## src/rtl/pwm_timer_consts.vh

```
// Constants for the buffered compare and PWM timer block.
`ifndef PWM_TIMER_CONSTS_VH
`define PWM_TIMER_CONSTS_VH
// Bus widths.
`define AW 8
`define DW 16
// Register addresses of the plain register port, one address per register.
`define ADDR_TSC 8'h00
`define ADDR_CNT 8'h01
`define ADDR_MOD 8'h02
`define ADDR_CH_BASE 8'h04
`define ADDR_CH_STEP 8'h02
`define ADDR_CH_END 8'h0c
// Timer status and control field positions.
`define TSC_TOF 7
`define TSC_TOIE 6
`define TSC_HALT 5
`define TSC_TRST 4
`define TSC_PS_HI 2
`define TSC_PS_LO 0
// Channel status and control field positions.
`define CSC_FLAG 7
`define CSC_IE 6
`define CSC_MSB 5
`define CSC_MSA 4
`define CSC_ELS_HI 3
`define CSC_ELS_LO 2
`define CSC_TOV 1
`define CSC_MAX 0
// Compare action codes.
`define ELS_OFF 2'h0
`define ELS_TOGGLE 2'h1
`define ELS_CLEAR 2'h2
`define ELS_SET 2'h3
// Mode field codes, upper bit first.
`define MODE_UNBUF 2'h1
`define MODE_BUF 2'h2
// Prescaler select code for the external clock pin.
`define PS_EXT 3'h7
`define PRE_ALL 6'h3f
// Reset values.
`define MOD_RST 16'hffff
`define CNT_RST 16'h0000
`define CNT_ONE 16'h0001
`define CSC_RST 8'h00
`define VAL_RST 16'h0000
`endif

```

## src/rtl/compare_channel.v

```verilog
// Output compare and PWM pin logic of one timer channel.
`include "pwm_timer_consts.vh"
module compare_channel (
  input wire clk_sys, // System clock.
  input wire rst_b, // Asynchronous reset, active low.
  input wire enabled, // Channel drives its pin.
  input wire step, // Counter took a new value.
  input wire wrap, // Counter rolled over.
  input wire [`DW-1:0] count, // Counter value.
  input wire [`DW-1:0] compare_value, // Governing compare value.
  input wire [1:0] compare_action_field, // Action on compare.
  input wire toggle_at_wrap, // Toggle pin at rollover.
  input wire full_duty_select, // Force full duty while toggle_at_wrap is clear.
  output wire match, // Compare hit, one-cycle pulse.
  output reg pin_reg // Pin level.
);
  reg pin_next;

  assign match = step && (count == compare_value);

  // Compare is applied after the rollover toggle, so a zero width gives 0%.
  always @* begin
    pin_next = pin_reg;
    if (wrap && toggle_at_wrap) begin
      pin_next = ~pin_reg;
    end
    if (match) begin
      case (compare_action_field)
        `ELS_TOGGLE: pin_next = ~pin_next;
        `ELS_CLEAR: pin_next = 1'b0;
        `ELS_SET: pin_next = 1'b1;
        default: pin_next = pin_next;
      endcase
    end
    if (full_duty_select && !toggle_at_wrap) begin
      pin_next = 1'b1;
    end
  end

  always @(posedge clk_sys or negedge rst_b) begin
    if (!rst_b) begin
      pin_reg <= 1'b0;
    end else if (enabled) begin
      pin_reg <= pin_next;
    end
  end
endmodule // compare_channel

```

## src/rtl/timer_buffered_compare_pwm.v

```verilog
// Four-channel timer with buffered output compare and PWM.
//
// The placing of the registers and the address-and-strobe port were decided locally.
`include "pwm_timer_consts.vh"
module timer_buffered_compare_pwm (
  input wire clk_sys, // System clock, 25 MHz.
  input wire rst_b, // Asynchronous reset, active low.
  input wire [`AW-1:0] addr, // Register address.
  input wire [`DW-1:0] wdata, // Register write data.
  input wire wr_stb, // Write strobe.
  input wire rd_stb, // Read strobe.
  output wire [`DW-1:0] rdata, // Read data, cycle after strobe.
  input wire ext_clk_pin, // External count clock pin.
  output wire [3:0] ch_pin_out, // Channel pin levels.
  output wire [3:0] ch_pin_oe, // Channel pin drive enables.
  output wire ovf_irq, // Overflow request level.
  output wire [3:0] ch_irq // Channel compare request levels.
);
  // Timer status and control state.
  reg tof_reg;
  reg toie_reg;
  reg counter_halt_reg;
  reg [2:0] ps_reg;
  reg [`DW-1:0] period_limit_reg;
  reg [`DW-1:0] rdata_reg;
  reg [`DW-1:0] rd_next;
  reg [2:0] rd_ch;

  // Flattened per-channel views for read-back and pair logic.
  wire [31:0] sc_bus;
  wire [63:0] val_bus;
  wire [1:0] linked;
  wire [1:0] sel_odd;
  wire [`DW-1:0] count;
  wire step;
  wire wrap;
  wire wr_tsc;
  wire trst;

  // Write to the timer status and control register.
  assign wr_tsc = wr_stb && (addr == `ADDR_TSC);

  // The reset bit is write-only and acts as a one-cycle pulse.
  assign trst = wr_tsc && wdata[`TSC_TRST];

  // Timer status and control. The overflow flag is cleared by writing zero,
  // but a rollover in the same cycle wins so that no overflow is lost.
  // halt set at reset
  always @(posedge clk_sys or negedge rst_b) begin
    if (!rst_b) begin
      tof_reg <= 1'b0;
      toie_reg <= 1'b0;
      counter_halt_reg <= 1'b1;
      ps_reg <= 3'h0;
    end else begin
      if (wrap) begin
        tof_reg <= 1'b1;
      end else if (wr_tsc && !wdata[`TSC_TOF]) begin
        tof_reg <= 1'b0;
      end
      if (wr_tsc) begin
        toie_reg <= wdata[`TSC_TOIE];
        counter_halt_reg <= wdata[`TSC_HALT];
        ps_reg <= wdata[`TSC_PS_HI:`TSC_PS_LO];
      end
    end
  end

  // Period limit; one word write replaces the whole value at once.
  // limit sets period
  always @(posedge clk_sys or negedge rst_b) begin
    if (!rst_b) begin
      period_limit_reg <= `MOD_RST;
    end else if (wr_stb && (addr == `ADDR_MOD)) begin
      period_limit_reg <= wdata;
    end
  end

  // Shared prescaler and counter.
  timer_count u_count (
    .clk_sys(clk_sys),
    .rst_b(rst_b),
    .counter_halt(counter_halt_reg),
    .trst(trst),
    .ps(ps_reg),
    .period_limit(period_limit_reg),
    .ext_clk_pin(ext_clk_pin),
    .count_reg(count),
    .step_reg(step),
    .wrap_reg(wrap)
  );

  assign ovf_irq = tof_reg & toie_reg;

  // One block per channel: control, compare value, flag; even channels also pair select.
  genvar i;
  generate
    for (i = 0; i < 4; i = i + 1) begin : g_ch
      localparam EVEN = (i % 2) == 0;
      localparam P = i / 2;
      localparam PARTNER = EVEN ? i + 1 : i - 1;
      localparam integer SC_I = `ADDR_CH_BASE + `ADDR_CH_STEP * i;
      localparam integer PSC_I = `ADDR_CH_BASE + `ADDR_CH_STEP * PARTNER;
      localparam [`AW-1:0] SC_A = SC_I[`AW-1:0];
      localparam [`AW-1:0] VAL_A = SC_A + 8'h01;
      localparam [`AW-1:0] PVAL_A = PSC_I[`AW-1:0] + 8'h01;
      reg [7:0] sc_reg;
      reg [`DW-1:0] val_reg;
      wire wr_sc;
      wire wr_val;
      wire freed;
      wire buf_mode;
      wire drives;
      wire match;
      wire pin;
      wire [`DW-1:0] eff_val;
      wire [1:0] els;

      assign wr_sc = wr_stb && (addr == SC_A);
      assign wr_val = wr_stb && (addr == VAL_A);
      assign els = sc_reg[`CSC_ELS_HI:`CSC_ELS_LO];

      assign freed = !EVEN && linked[P];
      assign buf_mode = EVEN && sc_reg[`CSC_MSB];

      assign drives = !freed && (els != `ELS_OFF) &&
                      (buf_mode || sc_reg[`CSC_MSA]);

      assign eff_val = (buf_mode && sel_odd[P]) ? val_bus[16*PARTNER+:16] : val_reg;

      assign sc_bus[8*i+:8] = sc_reg;
      assign val_bus[16*i+:16] = val_reg;

      // Control and flag. Odd channels hold no upper mode bit; it reads zero.
      // A compare in the clearing cycle keeps the flag set.
      // compare flag set on match
      always @(posedge clk_sys or negedge rst_b) begin
        if (!rst_b) begin
          sc_reg <= `CSC_RST;
        end else begin
          if (wr_sc) begin
            sc_reg[`CSC_IE] <= wdata[`CSC_IE];
            sc_reg[`CSC_MSB] <= EVEN ? wdata[`CSC_MSB] : 1'b0;
            sc_reg[`CSC_MSA] <= wdata[`CSC_MSA];
            sc_reg[`CSC_ELS_HI:`CSC_ELS_LO] <= wdata[`CSC_ELS_HI:`CSC_ELS_LO];
            sc_reg[`CSC_TOV] <= wdata[`CSC_TOV];
            sc_reg[`CSC_MAX] <= wdata[`CSC_MAX];
          end
          if (match && !freed) begin
            sc_reg[`CSC_FLAG] <= 1'b1;
          end else if (wr_sc && !wdata[`CSC_FLAG]) begin
            sc_reg[`CSC_FLAG] <= 1'b0;
          end
        end
      end

      // Compare value; unbuffered writes land at once and may be passed.
      // no write synchronisation
      always @(posedge clk_sys or negedge rst_b) begin
        if (!rst_b) begin
          val_reg <= `VAL_RST;
        end else if (wr_val) begin
          val_reg <= wdata;
        end
      end

      // Pin logic of the channel.
      compare_channel u_cmp (
        .clk_sys(clk_sys),
        .rst_b(rst_b),
        .enabled(drives),
        .step(step),
        .wrap(wrap),
        .count(count),
        .compare_value(eff_val),
        .compare_action_field(els),
        .toggle_at_wrap(sc_reg[`CSC_TOV]),
        .full_duty_select(sc_reg[`CSC_MAX]),
        .match(match),
        .pin_reg(pin)
      );

      // A freed odd pin is released for general use by dropping its enable.
      assign ch_pin_out[i] = pin;
      assign ch_pin_oe[i] = drives;
      assign ch_irq[i] = sc_reg[`CSC_FLAG] & sc_reg[`CSC_IE] & !freed;

      if (EVEN) begin : g_pair
        reg sel_reg;
        reg pend_reg;
        wire wr_partner;

        assign wr_partner = wr_stb && (addr == PVAL_A);
        assign linked[P] = sc_reg[`CSC_MSB];
        assign sel_odd[P] = sel_reg;

        // The half written last is remembered and takes over at the next
        // rollover, so a new width in the standby half never cuts into a running period.
        // Unlinking returns control to the even half.
        // standby takes next period
        always @(posedge clk_sys or negedge rst_b) begin
          if (!rst_b) begin
            sel_reg <= 1'b0;
            pend_reg <= 1'b0;
          end else if (!linked[P]) begin
            sel_reg <= 1'b0;
            pend_reg <= 1'b0;
          end else begin
            if (wr_partner) begin
              pend_reg <= 1'b1;
            end else if (wr_val) begin
              pend_reg <= 1'b0;
            end
            if (wrap) begin
              sel_reg <= pend_reg;
            end
          end
        end
      end
    end
  endgenerate

  // Read decode. Channel registers sit in pairs from the channel base.
  always @* begin
    rd_next = `CNT_RST;
    rd_ch = addr[3:1] - 3'h2;
    if (addr == `ADDR_TSC) begin
      rd_next[`TSC_TOF] = tof_reg;
      rd_next[`TSC_TOIE] = toie_reg;
      rd_next[`TSC_HALT] = counter_halt_reg;
      rd_next[`TSC_PS_HI:`TSC_PS_LO] = ps_reg;
    end else if (addr == `ADDR_CNT) begin
      rd_next = count;
    end else if (addr == `ADDR_MOD) begin
      rd_next = period_limit_reg;
    end else if ((addr >= `ADDR_CH_BASE) && (addr < `ADDR_CH_END)) begin
      if (addr[0]) begin
        rd_next = val_bus[16*rd_ch[1:0]+:16];
      end else begin
        rd_next[7:0] = sc_bus[8*rd_ch[1:0]+:8];
      end
    end
  end

  // Read data stands only in the cycle after the strobe; zero otherwise.
  always @(posedge clk_sys or negedge rst_b) begin
    if (!rst_b) begin
      rdata_reg <= `CNT_RST;
    end else if (rd_stb) begin
      rdata_reg <= rd_next;
    end else begin
      rdata_reg <= `CNT_RST;
    end
  end

  assign rdata = rdata_reg;
endmodule // timer_buffered_compare_pwm

```

## src/rtl/timer_count.v

```verilog
// Prescaler and 16-bit counter with wrap at the period limit.
`include "pwm_timer_consts.vh"
module timer_count (
  input wire clk_sys, // System clock.
  input wire rst_b, // Asynchronous reset, active low.
  input wire counter_halt, // Hold the counter.
  input wire trst, // Clear prescaler and counter, one-cycle pulse.
  input wire [2:0] ps, // Prescaler select.
  input wire [`DW-1:0] period_limit, // Period limit value.
  input wire ext_clk_pin, // External count clock pin.
  output reg [`DW-1:0] count_reg, // Counter value.
  output reg step_reg, // Counter took a new value this cycle.
  output reg wrap_reg // Counter rolled over to zero this cycle.
);
  reg [5:0] pre_reg;
  reg ext_s1_reg;
  reg ext_s2_reg;
  reg ext_s3_reg;
  wire [5:0] mask;
  wire tick;

  // The pin crosses into this domain through two flops before the edge test.
  always @(posedge clk_sys or negedge rst_b) begin
    if (!rst_b) begin
      ext_s1_reg <= 1'b0;
      ext_s2_reg <= 1'b0;
      ext_s3_reg <= 1'b0;
    end else begin
      ext_s1_reg <= ext_clk_pin;
      ext_s2_reg <= ext_s1_reg;
      ext_s3_reg <= ext_s2_reg;
    end
  end

  // A divide by two to the ps ticks when the low ps prescaler bits are all ones.
  assign mask = ~(`PRE_ALL << ps);
  assign tick = (ps == `PS_EXT) ? (ext_s2_reg & ~ext_s3_reg) :
                (&(pre_reg | ~mask));

  always @(posedge clk_sys or negedge rst_b) begin
    if (!rst_b) begin
      pre_reg <= 6'h00;
      count_reg <= `CNT_RST;
      step_reg <= 1'b0;
      wrap_reg <= 1'b0;
    end else if (trst) begin
      pre_reg <= 6'h00;
      count_reg <= `CNT_RST;
      step_reg <= 1'b0;
      wrap_reg <= 1'b0;
    end else if (counter_halt) begin
      step_reg <= 1'b0;
      wrap_reg <= 1'b0;
    end else begin
      pre_reg <= pre_reg + 6'h01;
      step_reg <= tick;
      wrap_reg <= tick && (count_reg == period_limit);
      if (tick) begin
        count_reg <= (count_reg == period_limit) ? `CNT_RST : count_reg + `CNT_ONE;
      end
    end
  end
endmodule // timer_count
```

## config.mk

```make
export PLATFORM = sky130hd
export DESIGN_NAME = timer_buffered_compare_pwm
export DESIGN_NICKNAME = d
export VERILOG_FILES = /design/src/rtl/compare_channel.v /design/src/rtl/timer_buffered_compare_pwm.v /design/src/rtl/timer_count.v
export VERILOG_INCLUDE_DIRS = /design/src /design/src/rtl
export SDC_FILE = /design/constraint.sdc
export NUM_CORES = 1
export LEC_CHECK = 0
export BUFFER_PORTS_ARGS = -buffer_cell sky130_fd_sc_hd__buf_2
export CAP_MARGIN = 25
export CORE_MARGIN = 8
export CORE_UTILIZATION = 55
export DETAILED_ROUTE_END_ITERATION = 10
export PLACE_DENSITY_LB_ADDON = 0.15
export SETUP_SLACK_MARGIN = 0.05
export SYNTH_ARGS = -nofsm -noshare
export SYNTH_HDL_FRONTEND = slang
export SYNTH_SLANG_ARGS = --single-unit
```

## constraint.sdc

```tcl
create_clock -name clk_sys -period 2.6 [get_ports clk_sys]
set_input_delay 0.26 -clock clk_sys [delete_from_list [all_inputs] [get_ports clk_sys]]
set_output_delay 0.26 -clock clk_sys [all_outputs]
set_load 0.05 [all_outputs]
```

==> flow_summary_export.csv, run 1 <==
group,metric,value,unit
global_route,grtUsageMet3,5.78,%
pwr,seqPwrFrac,41.8,%
timing,setup-tns-final,0,ps
pwr,clkPwrFrac,37.1,%
timing,clock_skew,10.9,ps
timing,hold_viol,0,
global_route,antenna_found_initial,0,
timing,rsz0062_at_grt,"false",
setup_path,worst-path-max-fanout,12,
global_route,grt_busiest_layer,"met2",
run_status,status,"completed",
synthesis,syn_nets,834,
clock_network,root_buffer,"clkbuf_16",
floorplanning,die_h,145,µm
setup_path,crit_type,"flop to flop",
synthesis,synthArstFlopShare,100,%
global_route,grt_max_degree,59,
global_route,met1_usage,33.7,%
routing,post_drt_via_cell_ratio,6.39,
floorplanning,die_x,145,µm
floorplanning,coreArea,0.0164,mm²
setup_path,cp.required,2900,ps
finish,final_area,0.0105,mm²
synthesis,synth_area_leaders,"dfrtp_1, mux2_2, mux4_2",
timing,finalSetupViolations,0,
routing,dr.first_iter.drc_count,657,
routing,drc,0,
clock_network,cts_max_level,4,
synthesis,synth_cells,803,
run,cap_violations,0,
pwr,netSwitchingPower,0.00226,W
clock_network,cts_buffer_depth,2,
global_route,grt_util_met2,40.7,%
synthesis,synthFlopType,"dfrtp_1",
floorplanning,ios,58,
clock_network,post-cts-setup-buffers,0,
setup_path,arrival,2730,ps
finish,nets,892,
setup_path,crit_path_end_kind,"flop",
synthesis,synth_edf_count,0,
pwr,p_sw_share,30.1,%
finish,n_antenna_cell,0,
floorplanning,row_count,47,
placed_design,placed_area,0.00981,mm²
finish,nFillCells,1292,
global_route,grt_usage,25.4,%
clock_network,cts_tree,"built",
timing,period_share,93.5,%
placed_design,gp_congestion,0.901,
synthesis,synth-seq-area-share,45.9,%
finish,area_growth,14.5,%
pwr,power_frac_comb,21.1,%
synthesis,synth-seq-cells,167,
timing,max-slew-margin-rel,54.7,%
pwr,powerDensity,716,mW/mm²
synthesis,synth.avg_cell_area,11.4,µm²
timing,drv_slew,0,
synthesis,yosysWarnings,0,
global_route,grt_overflow,0,
pwr,intPower,0.00525,W
floorplanning,initial_core_util,55.8,%
timing,fmax,0.411,GHz
routing,first_pass_iters,6,
global_route,grt_pass1_wl,41.7,mm
pwr,ir_drop,0.495,mV
routing,vias,6994,
pwr,cellLeakagePower,4.86,nW
timing,final.min_clock_period,2430,ps
floorplanning,dieArea,0.0210,mm²
synthesis,synth_cell_type_count,60,
synthesis,synth_top_area_share,41.0,%
global_route,grt_pass1_vias,7279,
setup_path,start_kind,"flop",
worst_hold_path,hp-class,"input port to flop",
routing,wl,26.3,mm
routing,wl_per_cell,24.0,µm
clock_network,clk_latency,430,ps
timing,tightest_slew,676,ps
synthesis,synth_top_area_cell,"dfrtp_1",
synthesis,syn_area,0.00915,mm²
placed_design,place_hpwl,19.2,mm
placed_design,numPortBuffers,57,
routing,antenna_left,0,
clock_network,numCtsBuffers,17,
clock_network,clkTransAtPathRegs,70,ps
clock_network,clkSinkCount,167,
finish,final_layout_size_suffix_gt1_share,33.3,%
## layout by cell type, fill, tap and decap left out, drive strengths merged, types with 14 or more instances in the layout
master	count
dfrtp	150
mux2	105
buf	102
xor2	40
nor2	38
xnor2	36
o21ai	36
nand2	31
mux4	22
inv	21
and3	20
clkbuf	19
mux2i	17
nand3	17
dfstp	17
nand4	14
a32o	14
## stage by stage
step | cells | total power (W) | hold WS, ps | util (%) | setup slack [ps]
3_5_place_dp | 1060 | 0.00474 | 268 | 59.8 | 30.0
3_3_place_gp | 1060 | 0.00468 | 270 | 59.8 | 58.0
6_report | 1094 | 0.00751 | 124 | 63.9 | 169
4_1_cts | 1094 | 0.00752 | 110 | 63.8 | 112
2_1_floorplan | 803 | 0.00413 | -35.6 | - | 208
5_1_grt | 1094 | 0.00782 | 130 | 63.9 | 52.2
## critical path, cell delays in order, from the launching register on
cell and delay [ps]:
dfrtp_1 770, xor2_1 170, a2111oi_0 440, nand3_1 320
a221o_1 410, nand2_1 80, o221ai_1 110
## final cells by class
| class | instances | area (µm²) | area share [%] |
|---|---|---|---|
| inverters | 21 | 78.8 | 0.752 |
| clock buffers | 19 | 443 | 4.23 |
| repair buffers | 104 | 687 | 6.56 |
| flip-flops and latches | 167 | 4200 | 40.1 |
| multi-input cells | 550 | 4590 | 43.8 |
| clock inverters | 13 | 203 | 1.93 |
| well taps | 220 | 275 | 2.63 |
## cell usage after synthesis (9+ instances only)
master / n
dfrtp_1: 150
mux2_2: 105
xor2_1: 40
clkbuf_1: 38
nor2_1: 38
xnor2_1: 36
o21ai_0: 35
nand2_1: 31
mux4_2: 22
inv_1: 21
and3_1: 20
dfstp_2: 17
mux2i_1: 17
nand3_1: 17
a32o_1: 14
nand4_1: 14
a222oi_1: 13
a21oi_1: 12
nor4_1: 12
nor3_1: 11
o22ai_1: 11
a21boi_0: 10
and2_1: 10
buf_4: 9
nor2b_1: 9
nor3b_1: 9
## path summary, 6_finish.rpt
| path | startpoint | endpoint | slack (ps) | depth (start not counted) |
|---|---|---|---|---|
| worst min-delay path | wdata[14] | g_ch[3].eff_val[14] | 120 | 2 |
| worst min register to register | u_count.ext_s1_reg | u_count.ext_s2_reg | 360 | 0 |
| worst max register to register | u_count.count_reg[1] | g_ch[3].u_cmp.pin_reg | 170 | 6 |
| worst max-delay path | u_count.count_reg[1] | g_ch[3].u_cmp.pin_reg | 170 | 6 |
| max in group asynchronous | rst_b | period_limit_reg[10] | 1450 | 3 |
| min in group asynchronous | rst_b | u_count.pre_reg[1] | 370 | 2 |
## logic make-up (layout without fill, tap and decap cells)
| family | after synthesis | after routing | synth area share (%) |
|---|---|---|---|
| AND/OR/NAND/NOR | 195 | 195 | 11.7 |
| flip-flops | 167 | 167 | 45.9 |
| multiplexers | 144 | 144 | 20.2 |
| AO/OA/AOI/OAI | 133 | 133 | 10.5 |
| buffers and inverters | 86 | 157 | 4.10 |
| XOR/XNOR | 76 | 76 | 7.27 |
| adder cells (fa/ha/maj) | 2 | 2 | 0.273 |
## power groups by stage
stage,clock [W],combinational (W),sequential [W]
detailed placement,0,0.00157,0.00317
global placement,0,0.00152,0.00316
floorplan,0,0.00113,0.00300
finish,0.00279,0.00158,0.00314
CTS,0.00281,0.00158,0.00313
global route,0.00292,0.00173,0.00317
## routing by layer
layer / vias to the layer above / share of wire, % / wire length (µm)
met4: 0 / 1.9 / 493
met5: - / 0 / 0
li1: 3063 / - / -
met3: 44 / 7.2 / 1900
met2: 240 / 47 / 12500
met1: 3647 / 43 / 11400
## what timing repair did
action,in CTS,in global routing
hold buffers,2,0
endpoints found under the hold margin,49,0
resized for setup,1,2
setup endpoints to repair,15,2
Note: power is estimated with default switching activity, not from simulation.
==> run 2, diff against run 1 <==
CORE_UTILIZATION = 56   (was 55)
GPL_ROUTABILITY_DRIVEN = 0   (was default)
SYNTH_HIERARCHICAL = 1   (was default)
==> run 2 against run 1 <==
Net effect: via count up 3.1%; count of clock-buffer cells in the layout up 2; final cell count up 3.7%; worst hold slack better by 36 ps; clock power down 6%; worst setup slack worse by 150 ps; critical path depth up 1; synthesized area up 6.2%; sequential power up 4%; register-to-register slack worse by 150 ps; synthesized cell count up 2.5%; wire length up 4.0%; critical path type unchanged; largest power group unchanged.
==> flow_summary_export.csv, run 2 <==
group,metric,value,unit
run_status,status,"completed",
synthesis,synth_cell_type_count,66,
floorplanning,ios,58,
routing,dr.first_iter.drc_count,600,
setup_path,arrival,2930,ps
global_route,grt_pass1_wl,43.1,mm
run,cap_violations,0,
finish,layout.cells.non_filler,1134,
pwr,powerDensity,667,mW/mm²
global_route,antenna_found_initial,1,
floorplanning,row_count,48,
worst_hold_path,hold_start,"wdata[9]",
setup_path,crit_type,"flop to flop",
synthesis,synth-seq-area-share,43.2,%
finish,layout_common_cells,"dfrtp_1, mux2_2, xnor2_1",
routing,post_drt_via_cell_ratio,6.36,
clock_network,clkTransAtPathRegs,60,ps
placed_design,place_hpwl,19.7,mm
setup_path,worst-path-max-fanout,6,
routing,wl_per_cell,24.1,µm
timing,whs,160,ps
synthesis,syn_area,0.00972,mm²
timing,finalSetupViolations,0,
finish,nets,926,
global_route,grt_pass1_vias,7408,
synthesis,synth-seq-cells,167,
finish,nFillCells,1295,
pwr,ir_drop,0.449,mV
global_route,grt_busiest_layer,"met2",
floorplanning,die_h,148,µm
routing,first_pass_iters,5,
timing,drv_slew,0,
finish,area_growth,14.6,%
finish,final_common_cell,"dfrtp_1",
synthesis,synth_top_area_cell,"dfrtp_1",
setup_path,start_kind,"flop",
clock_network,root_buffer,"clkbuf_16",
timing,final.min_clock_period,2580,ps
pwr,cellLeakagePower,5.18,nW
floorplanning,dieArea,0.0218,mm²
finish,final_layout_size_suffix_gt1_share,39.8,%
setup_path,r2r_start,"g_ch[0].sc_reg[5]",
synthesis,synthArstFlopShare,100,%
synthesis,synth_area_leaders,"dfrtp_1, mux2_2, xnor2_1",
timing,period_share,99.4,%
floorplanning,initial_core_util,56.8,%
global_route,grtUsageMet3,6.51,%
worst_hold_path,hp-class,"input port to flop",
clock_network,clkSinkCount,167,
routing,vias,7214,
global_route,grt_usage,25.6,%
routing,wl,27.3,mm
timing,fmax,0.387,GHz
setup_path,crit_path_start,"g_ch[0].sc_reg[5]",
clock_network,cts_max_level,4,
global_route,met1_usage,33.6,%
floorplanning,coreArea,0.0171,mm²
global_route,grt_util_met2,40.7,%
synthesis,syn_nets,854,
synthesis,yosysMostFrequentCell,"dfrtp_1",
floorplanning,die_x,148,µm
timing,clock_skew,11.0,ps
placed_design,numPortBuffers,57,
synthesis,synthFlopType,"dfrtp_1",
global_route,grt_overflow,0,
synthesis,synth.avg_cell_area,11.8,µm²
clock_network,numCtsBuffers,17,
synthesis,yosysWarnings,6,
timing,tightest_slew,714,ps
timing,rsz0062_at_grt,"true",
timing,max-slew-margin-rel,52.3,%
synthesis,synth_edf_count,0,
timing,setup-tns-final,0,ps
synthesis,synth_top_area_share,38.6,%
setup_path,cp.required,2950,ps
routing,drc,0,
clock_network,cts_tree,"built",
routing,antenna_left,0,
global_route,grt_max_degree,73,
clock_network,cts_buffer_depth,2,
synthesis,synth_cells,823,
placed_design,dp.cells,1089,
clock_network,clk_latency,430,ps
setup_path,crit_path_end_kind,"flop",
synthesis,synthTopCellsByCount,"dfrtp_1, mux2_2, xnor2_1",
timing,hold_viol,0,
[run 2: changes by cell type after synthesis, sizes merged, moves of 7 or more]
cell / before / now
nor3b: 9 / 2
buf: 26 / 36
nand3: 17 / 27
xnor2: 36 / 70
mux2: 105 / 142
a32o: 14 / 0
inv: 21 / 12
clkbuf: 39 / 15
mux2i: 17 / 8
a222oi: 13 / 0
xor2: 40 / 20
nand4: 14 / 21
nor4: 13 / 6
nor2b: 9 / 18
[run 2: worst paths after layout]
kind                                    endpoint  slack (ps)  depth (start not counted)
min in group asynchronous      g_ch[3].sc_reg[0]         420                          2
max in group asynchronous   period_limit_reg[12]        1400                          3
min                           g_ch[0].val_reg[9]         160                          2
min reg2reg                   u_count/ext_s2_reg         350                          0
max                        g_ch[0].u_cmp/pin_reg          20                          7
max reg2reg                g_ch[0].u_cmp/pin_reg          20                          7
[run 2: layer usage]
metal	up-vias	share of wire (%)
met1	3678	42
met4	0	2.1
met5	-	0
li1	3178	-
met2	313	47
met3	45	8.3
[run 2: kinds of logic (layout without fill, tap and decap cells)]
logic type | count (synthesis) | count (layout) | synth area share (%)
compound gates | 119 | 119 | 8.64
xor+xnor | 90 | 90 | 8.11
fa+ha+maj | 2 | 2 | 0.257
buf+inv | 63 | 146 | 3.72
flops | 167 | 167 | 43.2
mux | 173 | 173 | 23.3
other cells | 0 | 1 | 0
simple gates | 209 | 211 | 12.8
[run 2: cell type report]
cell class	count	area, µm²	share of cell area (%)
multi-input combinational	595	5320	47.8
clock inverter	11	148	1.33
timing repair buffer	102	663	5.95
sequential	167	4210	37.8
tap	225	282	2.53
inverter	12	45.0	0.404
antenna	1	2.50	0.0225
clock buffer	21	470	4.22
[run 2: metrics by stage]
stage | power [W] | setup WS (ps) | area [µm²] | utilization (%)
after global placement | 0.00469 | 64.5 | 10300 | 60.2
after global routing | 0.00771 | -73.0 | 11100 | 65.1
after floorplan | 0.00419 | 55.3 | 9820 | -
after detailed placement | 0.00475 | -26.1 | 10300 | 60.2
final | 0.00742 | 16.6 | 11100 | 65.1
after CTS | 0.00738 | 53.6 | 11000 | 64.5
[run 2: timing repair]
| item | in CTS | in global routing |
|---|---|---|
| endpoints found under the setup margin | 2 | 2 |
| buffers inserted | 5 | 3 |
| cloned | 2 | 0 |
| hold buffers | 2 | 0 |
| resized for setup | 11 | 14 |
| endpoints found under the hold margin | 62 | 0 |
| pin swaps | 11 | 18 |
[run 2: critical path, stage by stage (launching register included)]
cell and delay (ps):
dfrtp_2 480, nand2_8 130, mux2_4 330, xnor2_2 200, nand4_1 130, or4_4 590, or4b_1 480, a31oi_1 170
[run 2: where the power goes]
group,leakage (nW),switching (W),total (W),internal [W]
logic,2.68,0.000788,0.00154,0.000756
registers,2.19,0.000434,0.00326,0.00282
clock network,0.303,0.00103,0.00262,0.00159
==> run 3, diff against run 2 <==
RECOVER_POWER = 100   (was default)
SLEW_MARGIN = 10   (was default)
==> run 3 against run 2 <==
Net effect: the flow now finishes with violations (max-capacitance violations, max-slew violations, negative setup slack); global-route usage unchanged; count of clock-buffer cells in the layout unchanged; die area unchanged; flip-flop and latch count unchanged; clock skew down 0.76 ps; non-clock buffer count unchanged; via count down 0.21%; combinational power about the same; critical path type is now input port to flop; highest routed layer unchanged.
==> flow_summary_export.csv, run 3 (synthesized netlist as in run 2, its figures left out) <==
group,metric,value,unit
finish,layout_common_cells,"dfrtp_1, mux2_2, xnor2_1",
global_route,grt_overflow,0,
floorplanning,die_h,148,µm
global_route,grt_max_degree,73,
floorplanning,coreArea,0.0171,mm²
clock_network,cts_max_level,4,
finish,final_layout_size_suffix_gt1_share,33.7,%
pwr,powerDensity,675,mW/mm²
clock_network,cts_buffer_depth,2,
routing,dr.first_iter.drc_count,636,
setup_path,worst-path-max-fanout,21,
routing,first_pass_iters,5,
setup_path,crit_chain,"buf_2, nor4_1, clkbuf_1, nand4_1, nor2_1, a41o_2, buf_4, o22ai_1, mux2_2",
timing,fmax,0.384,GHz
timing,final.min_clock_period,2610,ps
pwr,clkPwrFrac,35.5,%
run,cap_violations,1,
setup_path,crit_path_start,"addr[7]",
floorplanning,die_x,148,µm
clock_network,numCtsBuffers,17,
timing,finalSetupViolations,2,
routing,vias,7199,
routing,wl,27.3,mm
pwr,p_sw_share,30.4,%
clock_network,root_buffer,"clkbuf_16",
finish,nFillCells,1347,
timing,setup_ws,-7.13,ps
timing,period_share,100,%
global_route,grt_pass1_vias,7408,
setup_path,crit_end,"u_count/count_reg[8]",
pwr,seqPwrFrac,44.0,%
timing,hold_viol,0,
pwr,intPower,0.00515,W
timing,drv_slew,73,
pwr,ir_drop,0.451,mV
placed_design,dp.cells,1089,
finish,nets,926,
run_status,violations,"max-capacitance violations, max-slew violations, negative setup slack",
timing,setup-tns-final,-11.4,ps
timing,tightest_slew,1840,ps
timing,clock_skew,10.2,ps
finish,layout.cells.non_filler,1134,
worst_hold_path,hp-class,"input port to flop",
finish,regArea,0.00421,mm²
routing,wl_per_cell,24.1,µm
setup_path,crit_path_end_kind,"flop",
setup_path,crit_type,"input port to flop",
setup_path,r2r_start,"g_ch[0].sc_reg[5]",
clock_network,cts_tree,"built",
placed_design,place_hpwl,19.7,mm
floorplanning,initial_core_util,56.8,%
routing,antenna_left,0,
pwr,power_frac_comb,20.5,%
pwr,cellLeakagePower,4.97,nW
floorplanning,ios,58,
clock_network,clk_latency,430,ps
pwr,total_power,0.00740,W
floorplanning,dieArea,0.0218,mm²
worst_hold_path,hold_depth,2,
setup_path,reg2reg_depth,7,
global_route,grt_usage,25.6,%
floorplanning,row_count,48,
global_route,grt_pass1_wl,43.1,mm
setup_path,cp.required,2910,ps
routing,drc,0,
routing,post_drt_via_cell_ratio,6.35,
finish,multi_input_area,0.00523,mm²
clock_network,clkSinkCount,167,
setup_path,cp_slowest_stage_delay,800,ps
run_status,status,"complete, but fails checks",
global_route,antenna_found_initial,1,
finish,final_common_cell,"dfrtp_1",
finish,utilization,64.1,%
setup_path,ff2ff_setup_slack,10,ps
clock_network,clkTransAtPathRegs,60,ps
timing,max-slew-margin-rel,-22.9,%
setup_path,start_kind,"input port",
setup_path,rr_endpoint,"g_ch[0].u_cmp/pin_reg",
setup_path,arrival,2910,ps
placed_design,numPortBuffers,57,
finish,area_growth,12.8,%
setup_path,slowest_stage,"clkbuf_1",
pwr,netSwitchingPower,0.00225,W
timing,rsz0062_at_grt,"true",
==> run 3: cell types whose count changed in the layout (fill, tap and decap cells not counted), sizes merged <==
cell    delta
clkbuf    +38
buf       -38
==> run 3: critical path: cells and delay by family <==
family	cells	cell delay [ps]
buf+inv	3	1110
simple gates	3	940
compound gates	2	300
mux	1	280
==> run 3: worst min-delay path by stage <==
stage / from / endpoint
after floorplan: rst_b / g_ch[0].g_pair.pend_reg
after global placement: rst_b / g_ch[2].sc_reg[0]
after detailed placement: rst_b / g_ch[3].u_cmp/pin_reg
after CTS: wdata[9] / g_ch[0].val_reg[9]
after global routing: wdata[9] / g_ch[3].eff_val[9]
final: wdata[9] / g_ch[3].eff_val[9]
==> run 3: what timing repair did <==
| action | CTS | global route |
|---|---|---|
| pin swaps | 11 | 18 |
| hold buffers | 2 | 0 |
| endpoints found under the setup margin | 2 | 2 |
| cloned | 2 | 0 |
| endpoints found under the hold margin | 62 | 0 |
| setup buffers | 5 | 3 |
| gates resized for setup | 11 | 14 |
==> run 3: final cells by class <==
| type | instances | share of cell area [%] |
|---|---|---|
| multi-input combinational | 595 | 47.7 |
| sequential | 167 | 38.4 |
| timing repair buffer | 102 | 5.27 |
| clock buffer | 21 | 4.29 |
| tap | 225 | 2.57 |
| clock inverter | 11 | 1.35 |
| inverter | 12 | 0.411 |
| antenna | 1 | 0.0228 |
==> run 3: power groups by stage <==
stage               sequential (W)  clock [W]  combinational (W)
finish                     0.00325    0.00263            0.00152
global route               0.00328    0.00276            0.00164
CTS                        0.00323    0.00265            0.00151
detailed placement         0.00327          0            0.00148
global placement           0.00325          0            0.00143
floorplan                  0.00315          0            0.00104
==> run 3: stage by stage <==
stage                     hold slack [ps]  setup slack [ps]  area (µm²)
after global placement                317              64.5       10300
after CTS                             142              53.6       11000
final                                 132             -7.13       11000
after global routing                  119             -73.0       11000
after floorplan                     -35.6              55.3        9820
after detailed placement              322             -26.1       10300
==> run 3: per-layer routing <==
metal  track usage [%]  vias up  wire, µm
met5                 0        -         0
li1                  -     3180         -
met1              33.6     3666     11600
met2              40.7      307     12800
met3              6.51       46      2280
met4              8.57        0       605
